[src/hw/rops_consts.svh]
// Constants for the remappable output pin select block.
`ifndef ROPS_CONSTS_SVH
`define ROPS_CONSTS_SVH
// ==========================================================
// Field layout and reset value
`define ROPS_SEL_W 6
`define ROPS_SEL_RESET 6'h00
// ==========================================================
// Output selection codes
`define ROPS_CODE_NULL 6'h00
`define ROPS_CODE_SER1_TX 6'h01
`define ROPS_CODE_SER2_TX 6'h03
`define ROPS_CODE_SPI2_DO 6'h08
`define ROPS_CODE_SPI2_CK 6'h09
`define ROPS_CODE_SPI2_SS 6'h0a
`define ROPS_CODE_CAN_TX 6'h0e
`define ROPS_CODE_OC1 6'h10
`define ROPS_CODE_OC4 6'h13
`define ROPS_CODE_CMP1 6'h18
`define ROPS_CODE_CMP2 6'h19
`define ROPS_CODE_CMP3 6'h1a
`define ROPS_CODE_PWM_SYNC 6'h2d
`define ROPS_CODE_ENC_CMP 6'h2f
`define ROPS_CODE_REFCLK 6'h31
`define ROPS_CODE_CMP4 6'h32
// ==========================================================
// Unlock key pair, written in order on the key port
`define ROPS_KEY1 8'h55
`define ROPS_KEY2 8'haa
`endif

[src/hw/rops_pkg.sv]
// Types for the remappable output pin select block.
package rops_pkg;
   // Peripheral output signals offered to the crossbar.
   typedef struct packed {
      logic serial1_transmit;
      logic serial2_transmit;
      logic spi2_data_out;
      logic spi2_clock_out;
      logic spi2_select_out;
      logic can_transmit;
      logic [3:0] compare_out;
      logic [3:0] comparator_out;
      logic pwm_timebase_sync_out;
      logic encoder_count_compare_out;
      logic reference_clock_out;
   } rops_periph_t;
   // Lock state machine.
   typedef enum logic [2:0] {
      ROPS_LOCKED = 3'b001,
      ROPS_HALF = 3'b010,
      ROPS_OPEN = 3'b100
   } rops_lock_t;
endpackage

[src/hw/rops_pin_mux.sv]
// One pin's output multiplexer and code decode stage.
`timescale 1ns/1ps
`include "rops_consts.svh"
module rops_pin_mux #(
   parameter bit HAS_CAN = 1'b1,
   parameter bit HAS_MC = 1'b1
) (
   input wire logic [5:0] sel,
   input wire rops_pkg::rops_periph_t periph,
   output logic drive_valid,
   output logic drive_level
);
   // ==========================================================
   // Code decode
   // Unknown codes and absent variant options fall to the null route.
   always_comb begin
      drive_valid = 1'b1;
      drive_level = 1'b0;
      if (sel == `ROPS_CODE_SER1_TX) begin // [RULE3]
         drive_level = periph.serial1_transmit;
      end else if (sel == `ROPS_CODE_SER2_TX) begin // [RULE3]
         drive_level = periph.serial2_transmit;
      end else if (sel == `ROPS_CODE_SPI2_DO) begin // [RULE4]
         drive_level = periph.spi2_data_out;
      end else if (sel == `ROPS_CODE_SPI2_CK) begin // [RULE4]
         drive_level = periph.spi2_clock_out;
      end else if (sel == `ROPS_CODE_SPI2_SS) begin // [RULE4]
         drive_level = periph.spi2_select_out;
      end else if (HAS_CAN && sel == `ROPS_CODE_CAN_TX) begin // [RULE5]
         drive_level = periph.can_transmit;
      end else if (sel >= `ROPS_CODE_OC1 && sel <= `ROPS_CODE_OC4) begin
         drive_level = periph.compare_out[sel[1:0]]; // [RULE6]
      end else if (sel == `ROPS_CODE_CMP1) begin // [RULE7]
         drive_level = periph.comparator_out[0];
      end else if (sel == `ROPS_CODE_CMP2) begin // [RULE7]
         drive_level = periph.comparator_out[1];
      end else if (sel == `ROPS_CODE_CMP3) begin // [RULE7]
         drive_level = periph.comparator_out[2];
      end else if (sel == `ROPS_CODE_CMP4) begin // [RULE7]
         drive_level = periph.comparator_out[3];
      end else if (HAS_MC && sel == `ROPS_CODE_PWM_SYNC) begin // [RULE8]
         drive_level = periph.pwm_timebase_sync_out;
      end else if (HAS_MC && sel == `ROPS_CODE_ENC_CMP) begin // [RULE8]
         drive_level = periph.encoder_count_compare_out;
      end else if (sel == `ROPS_CODE_REFCLK) begin // [RULE9]
         drive_level = periph.reference_clock_out;
      end else begin
         drive_valid = 1'b0; // [RULE19] [RULE2]
      end
   end
endmodule

[src/hw/rops_top.sv]
// Remappable output pin select crossbar with write lock.
`timescale 1ns/1ps
`include "rops_consts.svh"
// Summary of operation
// RULE1: Each remappable pin owns a six-bit selector.
// RULE2: Selectors reset to zero, pin on default.
// RULE3: Codes 1 and 3 route serial transmits.
// RULE4: Codes 8 to 10 route SPI2 outputs.
// RULE5: Code 0x0E routes CAN transmit, if present.
// RULE6: Codes 0x10 to 0x13 route compares.
// RULE7: Comparators one to four on their codes.
// RULE8: Motor variants route PWM sync, encoder compare.
// RULE9: Code 0x31 routes the reference clock.
// RULE10: Remapped output overrides other digital functions.
// RULE11: Analog function always keeps the pin.
// RULE12: No lockouts between selectors at all.
// RULE13: Input-only pins never get remapped outputs.
// RULE14: Software maps remappable peripherals before use.
// RULE15: Fixed peripherals drive their default pin.
// RULE16: Input and output routing are independent.
// RULE17: Hardware guards mappings against spurious change.
// RULE18: Two-wire bus, PWM, analog never remapped.
// RULE19: Unassigned codes behave like code zero.
// RULE20: Writes need an explicit unlock sequence first.
module rops_top #(
   parameter int NUM_PINS = 8,
   parameter int NUM_INPUT_ONLY = 4,
   parameter bit HAS_CAN = 1'b1,
   parameter bit HAS_MC = 1'b1
) (
   input wire logic ref_clk,
   input wire logic sys_rst,
   input wire logic key_valid,
   input wire logic [7:0] key_data,
   input wire logic lock_req,
   input wire logic sel_write,
   input wire logic [7:0] sel_index,
   input wire logic [5:0] sel_data,
   input wire rops_pkg::rops_periph_t periph,
   input wire logic [NUM_PINS-1:0] default_valid,
   input wire logic [NUM_PINS-1:0] default_level,
   input wire logic [NUM_PINS-1:0] analog_sel,
   input wire logic [NUM_PINS-1:0] pin_in,
   input wire logic [NUM_INPUT_ONLY-1:0] input_only_pin_in,
   output logic [NUM_PINS-1:0] pin_out,
   output logic [NUM_PINS-1:0] pin_oe,
   output logic [NUM_PINS-1:0] pin_in_sync,
   output logic [NUM_INPUT_ONLY-1:0] input_only_in_sync,
   output logic [NUM_PINS*6-1:0] sel_readback,
   output logic unlocked,
   output logic write_rejected
);
   // ==========================================================
   // Elaboration checks
   initial begin
      if (NUM_PINS < 1 || NUM_PINS > 256) begin
         $error("NUM_PINS must be between 1 and 256");
      end
      if (NUM_INPUT_ONLY < 1) begin
         $error("NUM_INPUT_ONLY must be at least 1");
      end
   end

   // ==========================================================
   // State
   typedef struct packed {
      rops_pkg::rops_lock_t lock;
      logic [NUM_PINS-1:0][5:0] sel;
      logic [NUM_PINS-1:0] out;
      logic [NUM_PINS-1:0] oe;
      logic [NUM_PINS-1:0] in_s1;
      logic [NUM_PINS-1:0] in_s2;
      logic [NUM_INPUT_ONLY-1:0] io_s1;
      logic [NUM_INPUT_ONLY-1:0] io_s2;
      logic rejected;
   } rops_state_t;

   rops_state_t st;
   rops_state_t next_st;
   logic [NUM_PINS-1:0] mux_valid;
   logic [NUM_PINS-1:0] mux_level;

   // ==========================================================
   // Per-pin decoders
   // Every pin has its own decoder, so nothing ties two selectors.
   for (genvar p = 0; p < NUM_PINS; p++) begin : g_pin
      rops_pin_mux #(
         .HAS_CAN(HAS_CAN),
         .HAS_MC(HAS_MC)
      ) u_mux (
         .sel(st.sel[p]),
         .periph(periph),
         .drive_valid(mux_valid[p]),
         .drive_level(mux_level[p])
      ); // [RULE1] [RULE12]
   end

   // ==========================================================
   // Next state
   // The second key must be the next key written, idle cycles between are allowed; any other key value relocks,
   // which keeps a runaway write loop from opening the gate by chance.
   always_comb begin
      next_st = st;
      next_st.rejected = 1'b0;
      case (st.lock)
         rops_pkg::ROPS_LOCKED: begin
            if (key_valid && key_data == `ROPS_KEY1) begin // [RULE20]
               next_st.lock = rops_pkg::ROPS_HALF;
            end
         end
         rops_pkg::ROPS_HALF: begin
            if (key_valid) begin
               if (key_data == `ROPS_KEY2) begin // [RULE20]
                  next_st.lock = rops_pkg::ROPS_OPEN;
               end else begin
                  next_st.lock = rops_pkg::ROPS_LOCKED;
               end
            end
         end
         rops_pkg::ROPS_OPEN: begin
            if (lock_req) begin
               next_st.lock = rops_pkg::ROPS_LOCKED;
            end
         end
         default: begin
            next_st.lock = rops_pkg::ROPS_LOCKED;
         end
      endcase
      // Writes land only while open; others are dropped and flagged.
      if (sel_write) begin
         if (st.lock == rops_pkg::ROPS_OPEN &&
             int'(sel_index) < NUM_PINS) begin // [RULE17]
            next_st.sel[sel_index] = sel_data; // [RULE12]
         end else begin
            next_st.rejected = 1'b1; // [RULE20]
         end
      end
      // Priority: analog first, then remap, then the default function.
      for (int p = 0; p < NUM_PINS; p++) begin
         if (analog_sel[p]) begin // [RULE11]
            next_st.oe[p] = 1'b0;
            next_st.out[p] = 1'b0;
         end else if (mux_valid[p]) begin // [RULE10]
            next_st.oe[p] = 1'b1;
            next_st.out[p] = mux_level[p];
         end else begin // [RULE15] [RULE18]
            next_st.oe[p] = default_valid[p];
            next_st.out[p] = default_level[p] & default_valid[p];
         end
      end
      // Pin inputs go to the separate input routing, synchronised.
      next_st.in_s1 = pin_in; // [RULE16]
      next_st.in_s2 = st.in_s1;
      next_st.io_s1 = input_only_pin_in; // [RULE13]
      next_st.io_s2 = st.io_s1;
   end

   // ==========================================================
   // Registers
   always_ff @(posedge ref_clk) begin
      if (sys_rst) begin
         st <= '0;
         st.lock <= rops_pkg::ROPS_LOCKED;
         st.sel <= {NUM_PINS{`ROPS_SEL_RESET}}; // [RULE2]
      end else begin
         st <= next_st;
      end
   end

   // ==========================================================
   // Outputs straight from the state register
   // Input-only pins have no output path at all.
   assign pin_out = st.out;
   assign pin_oe = st.oe; // [RULE13]
   assign pin_in_sync = st.in_s2;
   assign input_only_in_sync = st.io_s2;
   assign sel_readback = st.sel;
   assign unlocked = (st.lock == rops_pkg::ROPS_OPEN);
   assign write_rejected = st.rejected;

   // ==========================================================
   // Checks
   a_lock_blocks: assert property (@(posedge ref_clk) disable iff (sys_rst)
      (st.lock != rops_pkg::ROPS_OPEN) |=> $stable(st.sel)) // [RULE20]
      else $error("selector changed while locked");
   a_analog_wins: assert property (@(posedge ref_clk) disable iff (sys_rst)
      analog_sel[0] |=> !pin_oe[0]) // [RULE11]
      else $error("pin driven while analog selected");
   a_remap_wins: assert property (@(posedge ref_clk) disable iff (sys_rst)
      (!analog_sel[0] && mux_valid[0]) |=>
      (pin_oe[0] && pin_out[0] == $past(mux_level[0]))) // [RULE10]
      else $error("remap did not drive pin");
   a_default_path: assert property (@(posedge ref_clk) disable iff (sys_rst)
      (!analog_sel[0] && !mux_valid[0]) |=>
      (pin_oe[0] == $past(default_valid[0]))) // [RULE15]
      else $error("default function lost");
   a_null_code: assert property (@(posedge ref_clk) disable iff (sys_rst)
      (st.sel[0] == `ROPS_CODE_NULL) |-> !mux_valid[0]) // [RULE2]
      else $error("null code drives pin");
   a_refclk_route: assert property (@(posedge ref_clk) disable iff (sys_rst)
      (st.sel[0] == `ROPS_CODE_REFCLK && !analog_sel[0]) |=>
      (pin_out[0] == $past(periph.reference_clock_out))) // [RULE9]
      else $error("reference clock not routed");
   a_unlock_seq: assert property (@(posedge ref_clk) disable iff (sys_rst)
      (st.lock == rops_pkg::ROPS_LOCKED && key_valid &&
      key_data == `ROPS_KEY1) ##1 (key_valid && key_data == `ROPS_KEY2)
      |=> unlocked) // [RULE20]
      else $error("unlock sequence failed");
   a_write_lands: assert property (@(posedge ref_clk) disable iff (sys_rst)
      (unlocked && sel_write && sel_index == 8'h00) |=>
      (st.sel[0] == $past(sel_data))) // [RULE1]
      else $error("open write did not land");
   a_reject_flag: assert property (@(posedge ref_clk) disable iff (sys_rst)
      (!unlocked && sel_write) |=> write_rejected) // [RULE17]
      else $error("locked write not flagged");

   // ==========================================================
   // Lock sequencing checks
   // A wrong second key must drop the gate back to fully locked, so a
   // stray 0x55 left over from an aborted sequence cannot be reused.
   a_half_relocks: assert property (@(posedge ref_clk) disable iff (sys_rst)
      (st.lock == rops_pkg::ROPS_HALF && key_valid &&
      key_data != `ROPS_KEY2) |=>
      (st.lock == rops_pkg::ROPS_LOCKED)) // [RULE20]
      else $error("wrong second key did not relock");
   // The correct second key opens the gate on the very next cycle.
   a_half_opens: assert property (@(posedge ref_clk) disable iff (sys_rst)
      (st.lock == rops_pkg::ROPS_HALF && key_valid &&
      key_data == `ROPS_KEY2) |=> unlocked) // [RULE20]
      else $error("second key did not open the gate");
   // A relock request shuts the gate at once.
   a_relock_req: assert property (@(posedge ref_clk) disable iff (sys_rst)
      (unlocked && lock_req) |=> !unlocked) // [RULE17]
      else $error("relock request ignored");
   // The lock state stays one-hot, so a glitched code cannot look open.
   a_lock_onehot: assert property (@(posedge ref_clk) disable iff (sys_rst)
      $onehot(st.lock)) // [RULE17]
      else $error("lock state not one-hot");

   // ==========================================================
   // Write path checks
   // The refusal flag is a pulse tied to a write; it never fires alone.
   a_reject_pulse: assert property (@(posedge ref_clk) disable iff (sys_rst)
      !sel_write |=> !write_rejected) // [RULE20]
      else $error("refusal flagged without a write");
   // An index past the last pin is refused even while the gate is open.
   a_bad_index: assert property (@(posedge ref_clk) disable iff (sys_rst)
      (sel_write && int'(sel_index) >= NUM_PINS) |=>
      write_rejected) // [RULE17]
      else $error("out of range index not refused");
   // A legal open write is never refused, whatever code it carries.
   a_open_accept: assert property (@(posedge ref_clk) disable iff (sys_rst)
      (unlocked && sel_write && int'(sel_index) < NUM_PINS) |=>
      !write_rejected) // [RULE12]
      else $error("legal open write refused");
   // Without a write strobe no selector may move.
   a_sel_hold: assert property (@(posedge ref_clk) disable iff (sys_rst)
      !sel_write |=> $stable(st.sel)) // [RULE1]
      else $error("selector moved without a write");
   // A reset leaves every selector at the null code and the gate shut.
   a_rst_clears: assert property (@(posedge ref_clk) disable iff (sys_rst)
      $past(sys_rst) |-> (sel_readback == '0 && !unlocked)) // [RULE2]
      else $error("reset left state behind");
   // An unassigned code behaves as the null code.
   a_spare_code: assert property (@(posedge ref_clk) disable iff (sys_rst)
      (st.sel[0] == 6'h02 || st.sel[0] == 6'h3f) |->
      !mux_valid[0]) // [RULE19]
      else $error("unassigned code drives pin");

   // ==========================================================
   // Input synchroniser checks
   // Each pin input reaches the input routing two clocks after it is
   // sampled; a shorter path would let metastability through.
   a_in_sync: assert property (@(posedge ref_clk) disable iff (sys_rst)
      (!$past(sys_rst) && !$past(sys_rst, 2)) |->
      (pin_in_sync == $past(pin_in, 2))) // [RULE16]
      else $error("pin input synchroniser depth wrong");
   // Input-only pins take the same two-stage path and nothing else.
   a_io_sync: assert property (@(posedge ref_clk) disable iff (sys_rst)
      (!$past(sys_rst) && !$past(sys_rst, 2)) |->
      (input_only_in_sync == $past(input_only_pin_in, 2))) // [RULE13]
      else $error("input-only synchroniser depth wrong");

   // ==========================================================
   // Per-pin priority checks
   // The same priority holds on every pin, not only on the first one.
   for (genvar p = 0; p < NUM_PINS; p++) begin : g_chk
      // An analog pin is left fully quiet by the digital side.
      a_analog_quiet: assert property (@(posedge ref_clk)
         disable iff (sys_rst)
         analog_sel[p] |=> (!pin_oe[p] && !pin_out[p])) // [RULE11]
         else $error("analog pin driven");
      // A live remap drives the pin with the chosen peripheral level.
      a_remap_pin: assert property (@(posedge ref_clk)
         disable iff (sys_rst)
         (!analog_sel[p] && mux_valid[p]) |=>
         (pin_oe[p] && pin_out[p] == $past(mux_level[p]))) // [RULE10]
         else $error("remap lost on pin");
      // Without a remap the default function keeps the pin; its level
      // is masked so an idle default never leaves a stray high behind.
      a_default_pin: assert property (@(posedge ref_clk)
         disable iff (sys_rst)
         (!analog_sel[p] && !mux_valid[p]) |=>
         (pin_oe[p] == $past(default_valid[p]) &&
         pin_out[p] == ($past(default_level[p]) &&
         $past(default_valid[p])))) // [RULE15]
         else $error("default function lost on pin");
      // The null code never produces a remapped driver.
      a_null_pin: assert property (@(posedge ref_clk)
         disable iff (sys_rst)
         (st.sel[p] == `ROPS_CODE_NULL) |-> !mux_valid[p]) // [RULE2]
         else $error("null code drives pin");
   end
endmodule

[config.mk]
export PLATFORM = sky130hd
export DESIGN_NAME = rops_top
export DESIGN_NICKNAME = d
export VERILOG_FILES = /design/src/hw/rops_pkg.sv /design/src/hw/rops_pin_mux.sv /design/src/hw/rops_top.sv
export VERILOG_INCLUDE_DIRS = /design/src /design/src/hw
export SDC_FILE = /design/constraint.sdc
export NUM_CORES = 1
export LEC_CHECK = 0
export BUFFER_PORTS_ARGS = -buffer_cell sky130_fd_sc_hd__buf_2
export CAP_MARGIN = 30
export CELL_PAD_IN_SITES_DETAIL_PLACEMENT = 1
export CELL_PAD_IN_SITES_GLOBAL_PLACEMENT = 1
export CORE_MARGIN = 2
export CORE_UTILIZATION = 36
export DETAILED_ROUTE_END_ITERATION = 16
export GPL_TIMING_DRIVEN = 0
export PLACE_DENSITY = 0.86
export SLEW_MARGIN = 10
export SYNTH_ARGS = -nofsm -noshare
export SYNTH_HDL_FRONTEND = slang
export SYNTH_SLANG_ARGS = --single-unit
export TNS_END_PERCENT = 10
[constraint.sdc]
create_clock -name ref_clk -period 2 [get_ports ref_clk]
set_clock_uncertainty 0.1 [all_clocks]
set_input_delay 0.1 -clock ref_clk [delete_from_list [all_inputs] [get_ports ref_clk]]
set_output_delay 0.1 -clock ref_clk [all_outputs]
set_load 0.005 [all_outputs]
==> flow_summary.yaml <==
outcome:
  status: "finished, violations left"
  violations: "setup timing"
synth:
  post-synth-top-count-cell: "nor2_1"
  async_reset_ff_share_pct: 0
  synth_area_mm2: 0.00639
  synth_top_area_share_pct: 28.8
  synth.yosys.seq_area_share_pct: 28.8
  synth_flop_cell: "dfxtp_1"
  synth_area_leaders: "dfxtp_1 (29%), mux2i_1 (9.6%), buf_4 (8.9%)"
  synth_edf_count: 0
  syn-num-nets: 884
  synth_common_cells: "nor2_1 (97), dfxtp_1 (92), buf_4 (76), clkbuf_1 (62), mux2i_1 (61)"
  synth_largest_area_cell: "dfxtp_1"
  syn_avg_cell_area_um2: 7.95
  synth.distinct_cells: 72
  ys_warn_count: 0
  ys_ff_latch: 92
  syn_inst: 804
die:
  core-area_mm2: 0.0173
  ios: 158
  fp.dieH_um: 137
  initial_core_util_pct: 36.9
  die_area_mm2: 0.0188
  dieWidth_um: 137
  row_count: 48
sta:
  post-route-period-util_pct: 109
  fin_tns_setup_ns: -4.20
  tightestPinTransition_ns: 0.884
  rsz0062_at_grt: "true"
  final_max_slew_viol_count: 0
  finalHoldViolations: 0
  max_slew_margin_pct: 41.0
  fin_crit_ns: 2.17
  max_freq_ghz: 0.460
  final-setup-viol-count: 43
  fin_ws_ns: -0.172
  holdWs_ns: 0.0141
clocking:
  path_clk_slew_ns: 0.08
  root_buffer: "clkbuf_16"
  htreeDepth: 3
  cts_tree: "yes"
  cts_sinks: 92
  numCtsBuffers: 9
  clockBufferDepth: 2
  clk_latency_ns: 0.36
job:
  cap_viol_max_count: 0
global_routing:
  grt_pass1_wl_um: 36900
  grt.total_usage_pct: 25.6
  grt_pass1_vias: 6848
  grt_antenna_before_repair: 0
  grt_max_degree: 18
  grt_overflow: 0
detailed_routing:
  final_antenna_net_count: 0
  routedWlPerCell_um: 19.6
  via_per_inst: 5.61
  drc: 0
  drt_wl_total_um: 24100
  vias: 6902
  firstDrtPassIters: 5
  drtIter0Drc: 590
critical_path:
  critical_path_class: "register to register"
  cp.arrival_ns: 2.30
  cp.required_ns: 2.13
  cp-start-kind: "register"
  endpoint_kind: "register"
  critPathMaxFanout: 6
finish:
  drive_gt1_share_pct: 29.7
  areaGrowthSynthToFinish_pct: 29.3
  ff_latch_area_mm2: 0.00185
  nNetsFinal: 1081
  multiInputGateArea_mm2: 0.00369
  n_antenna_cell: 0
  design_area_mm2: 0.00826
  n_fill_cell: 2196
  stdcell_count: 1231
placement:
  placed_area_mm2: 0.00737
  routabilityCongestion: 0.920
  placed_cells: 1169
  dp_hpwl_um: 16200
  portBuffers: 140
power:
  total_power_mw: 4.42
  powerDensity_mw_per_mm2: 535
  peakVddDrop_v: 0.000418
  leakage_nw: 3.58
worst_hold_path:
  hold_path.class: "primary input to register"
-- repair_timing --
action	CTS	global route
hold endpoints to repair	30	0
setup endpoints to repair	49	59
gates resized for setup	26	19
setup buffers	11	1
hold buffers	35	0
pin swaps	7	7
-- cell usage in the layout (no fill, tap or decap), types with 4 or more instances in the layout --
cell and count:
clkbuf_16 9, inv_1 18, nand2_1 21, buf_1 5, dfxtp_1 88, nand3b_1 11, dlygate4sd3_1 35, nor3_1 16
mux2i_1 60, a21oi_1 37, a211oi_1 10, nand3_1 19, o21ai_0 34, a21boi_0 5, a31oi_1 8, buf_4 82
mux4_2 7, nand4b_1 7, nor3b_1 19, nand4_1 11, mux2_2 5, clkbuf_2 12, nor4b_1 4, o22ai_1 10
clkbuf_1 48, nor4_1 5, nor2_1 97, nor2b_1 42, nand2b_1 13, o31ai_1 9, o32ai_1 6, o21ai_1 6
o211ai_1 9, buf_6 5, buf_2 144
-- where the power goes --
part / internal, mW / switching, mW / leakage (nW)
registers: 1.89 / 0.0208 / 0.750
logic: 0.312 / 0.352 / 2.69
clock network: 0.991 / 0.848 / 0.145
total: 3.19 / 1.22 / 3.58
-- logic make-up (layout without fill, tap and decap cells) --
family	after synthesis	after routing	share of synthesized area, %
buf+inv	169	371	14.6
compound gates	173	173	17.7
xor+xnor	1	1	0.137
mux	74	74	13.1
flops	92	92	28.8
simple gates	295	295	25.7
-- metal layers --
layer | part of all wire, % | wire [um] | GRT usage [%]
met1 | 41 | 9770 | 31.8
met2 | 48 | 11500 | 43.4
met3 | 8.0 | 1930 | 5.26
met4 | 3.9 | 939 | 10.3
met5 | 0 | 0 | 0
-- per-stage QoR --
step	setup WS, ns	util, %
after floorplan	-0.0433	-
after global placement	-0.248	42.6
after detailed placement	-0.298	42.6
after CTS	-0.178	47.4
after global routing	-0.292	47.8
final	-0.172	47.8
-- sequential cells by signal, summed over array words and instances (netlist names) --
| signal | cells |
|---|---|
| pin_oe | 8 |
| pin_out | 8 |
| write_rejected | 1 |
| pin_in_sync | 8 |
| next_st | 12 |
| input_only_in_sync | 4 |
| sel_readback | 48 |
| st | 3 |
-- worst paths after layout --
path | from | to | slack (ns) | cells past startpoint
max reg2reg | st[91] | sel_readback[16] | -0.17 | 9
min | key_data[1] | st[91] | 0.01 | 4
min reg2reg | next_st[1] | input_only_in_sync[0] | 0.34 | 1
max | st[91] | sel_readback[16] | -0.17 | 9
-- critical path: stages, from the launching register on --
cell and delay, ns:
dfxtp_2 0.34, or3b_4 0.39, inv_2 0.06, nand4_1 0.09, or2_1 0.26, buf_6 0.15
nor3b_4 0.20, buf_12 0.16, mux2i_2 0.21, nor2_1 0.07
-- layout make-up --
cell class              instances  area share [%]
multi-input cells             543            44.7
repair buffers                187            14.3
plain buffers                 147            10.5
inverters                      21            1.00
clock inverters                 7            1.00
clock buffers                   9            2.73
well taps                     225            3.41
flip-flops and latches         92            22.4
Note: power is estimated with default switching activity, not from simulation.
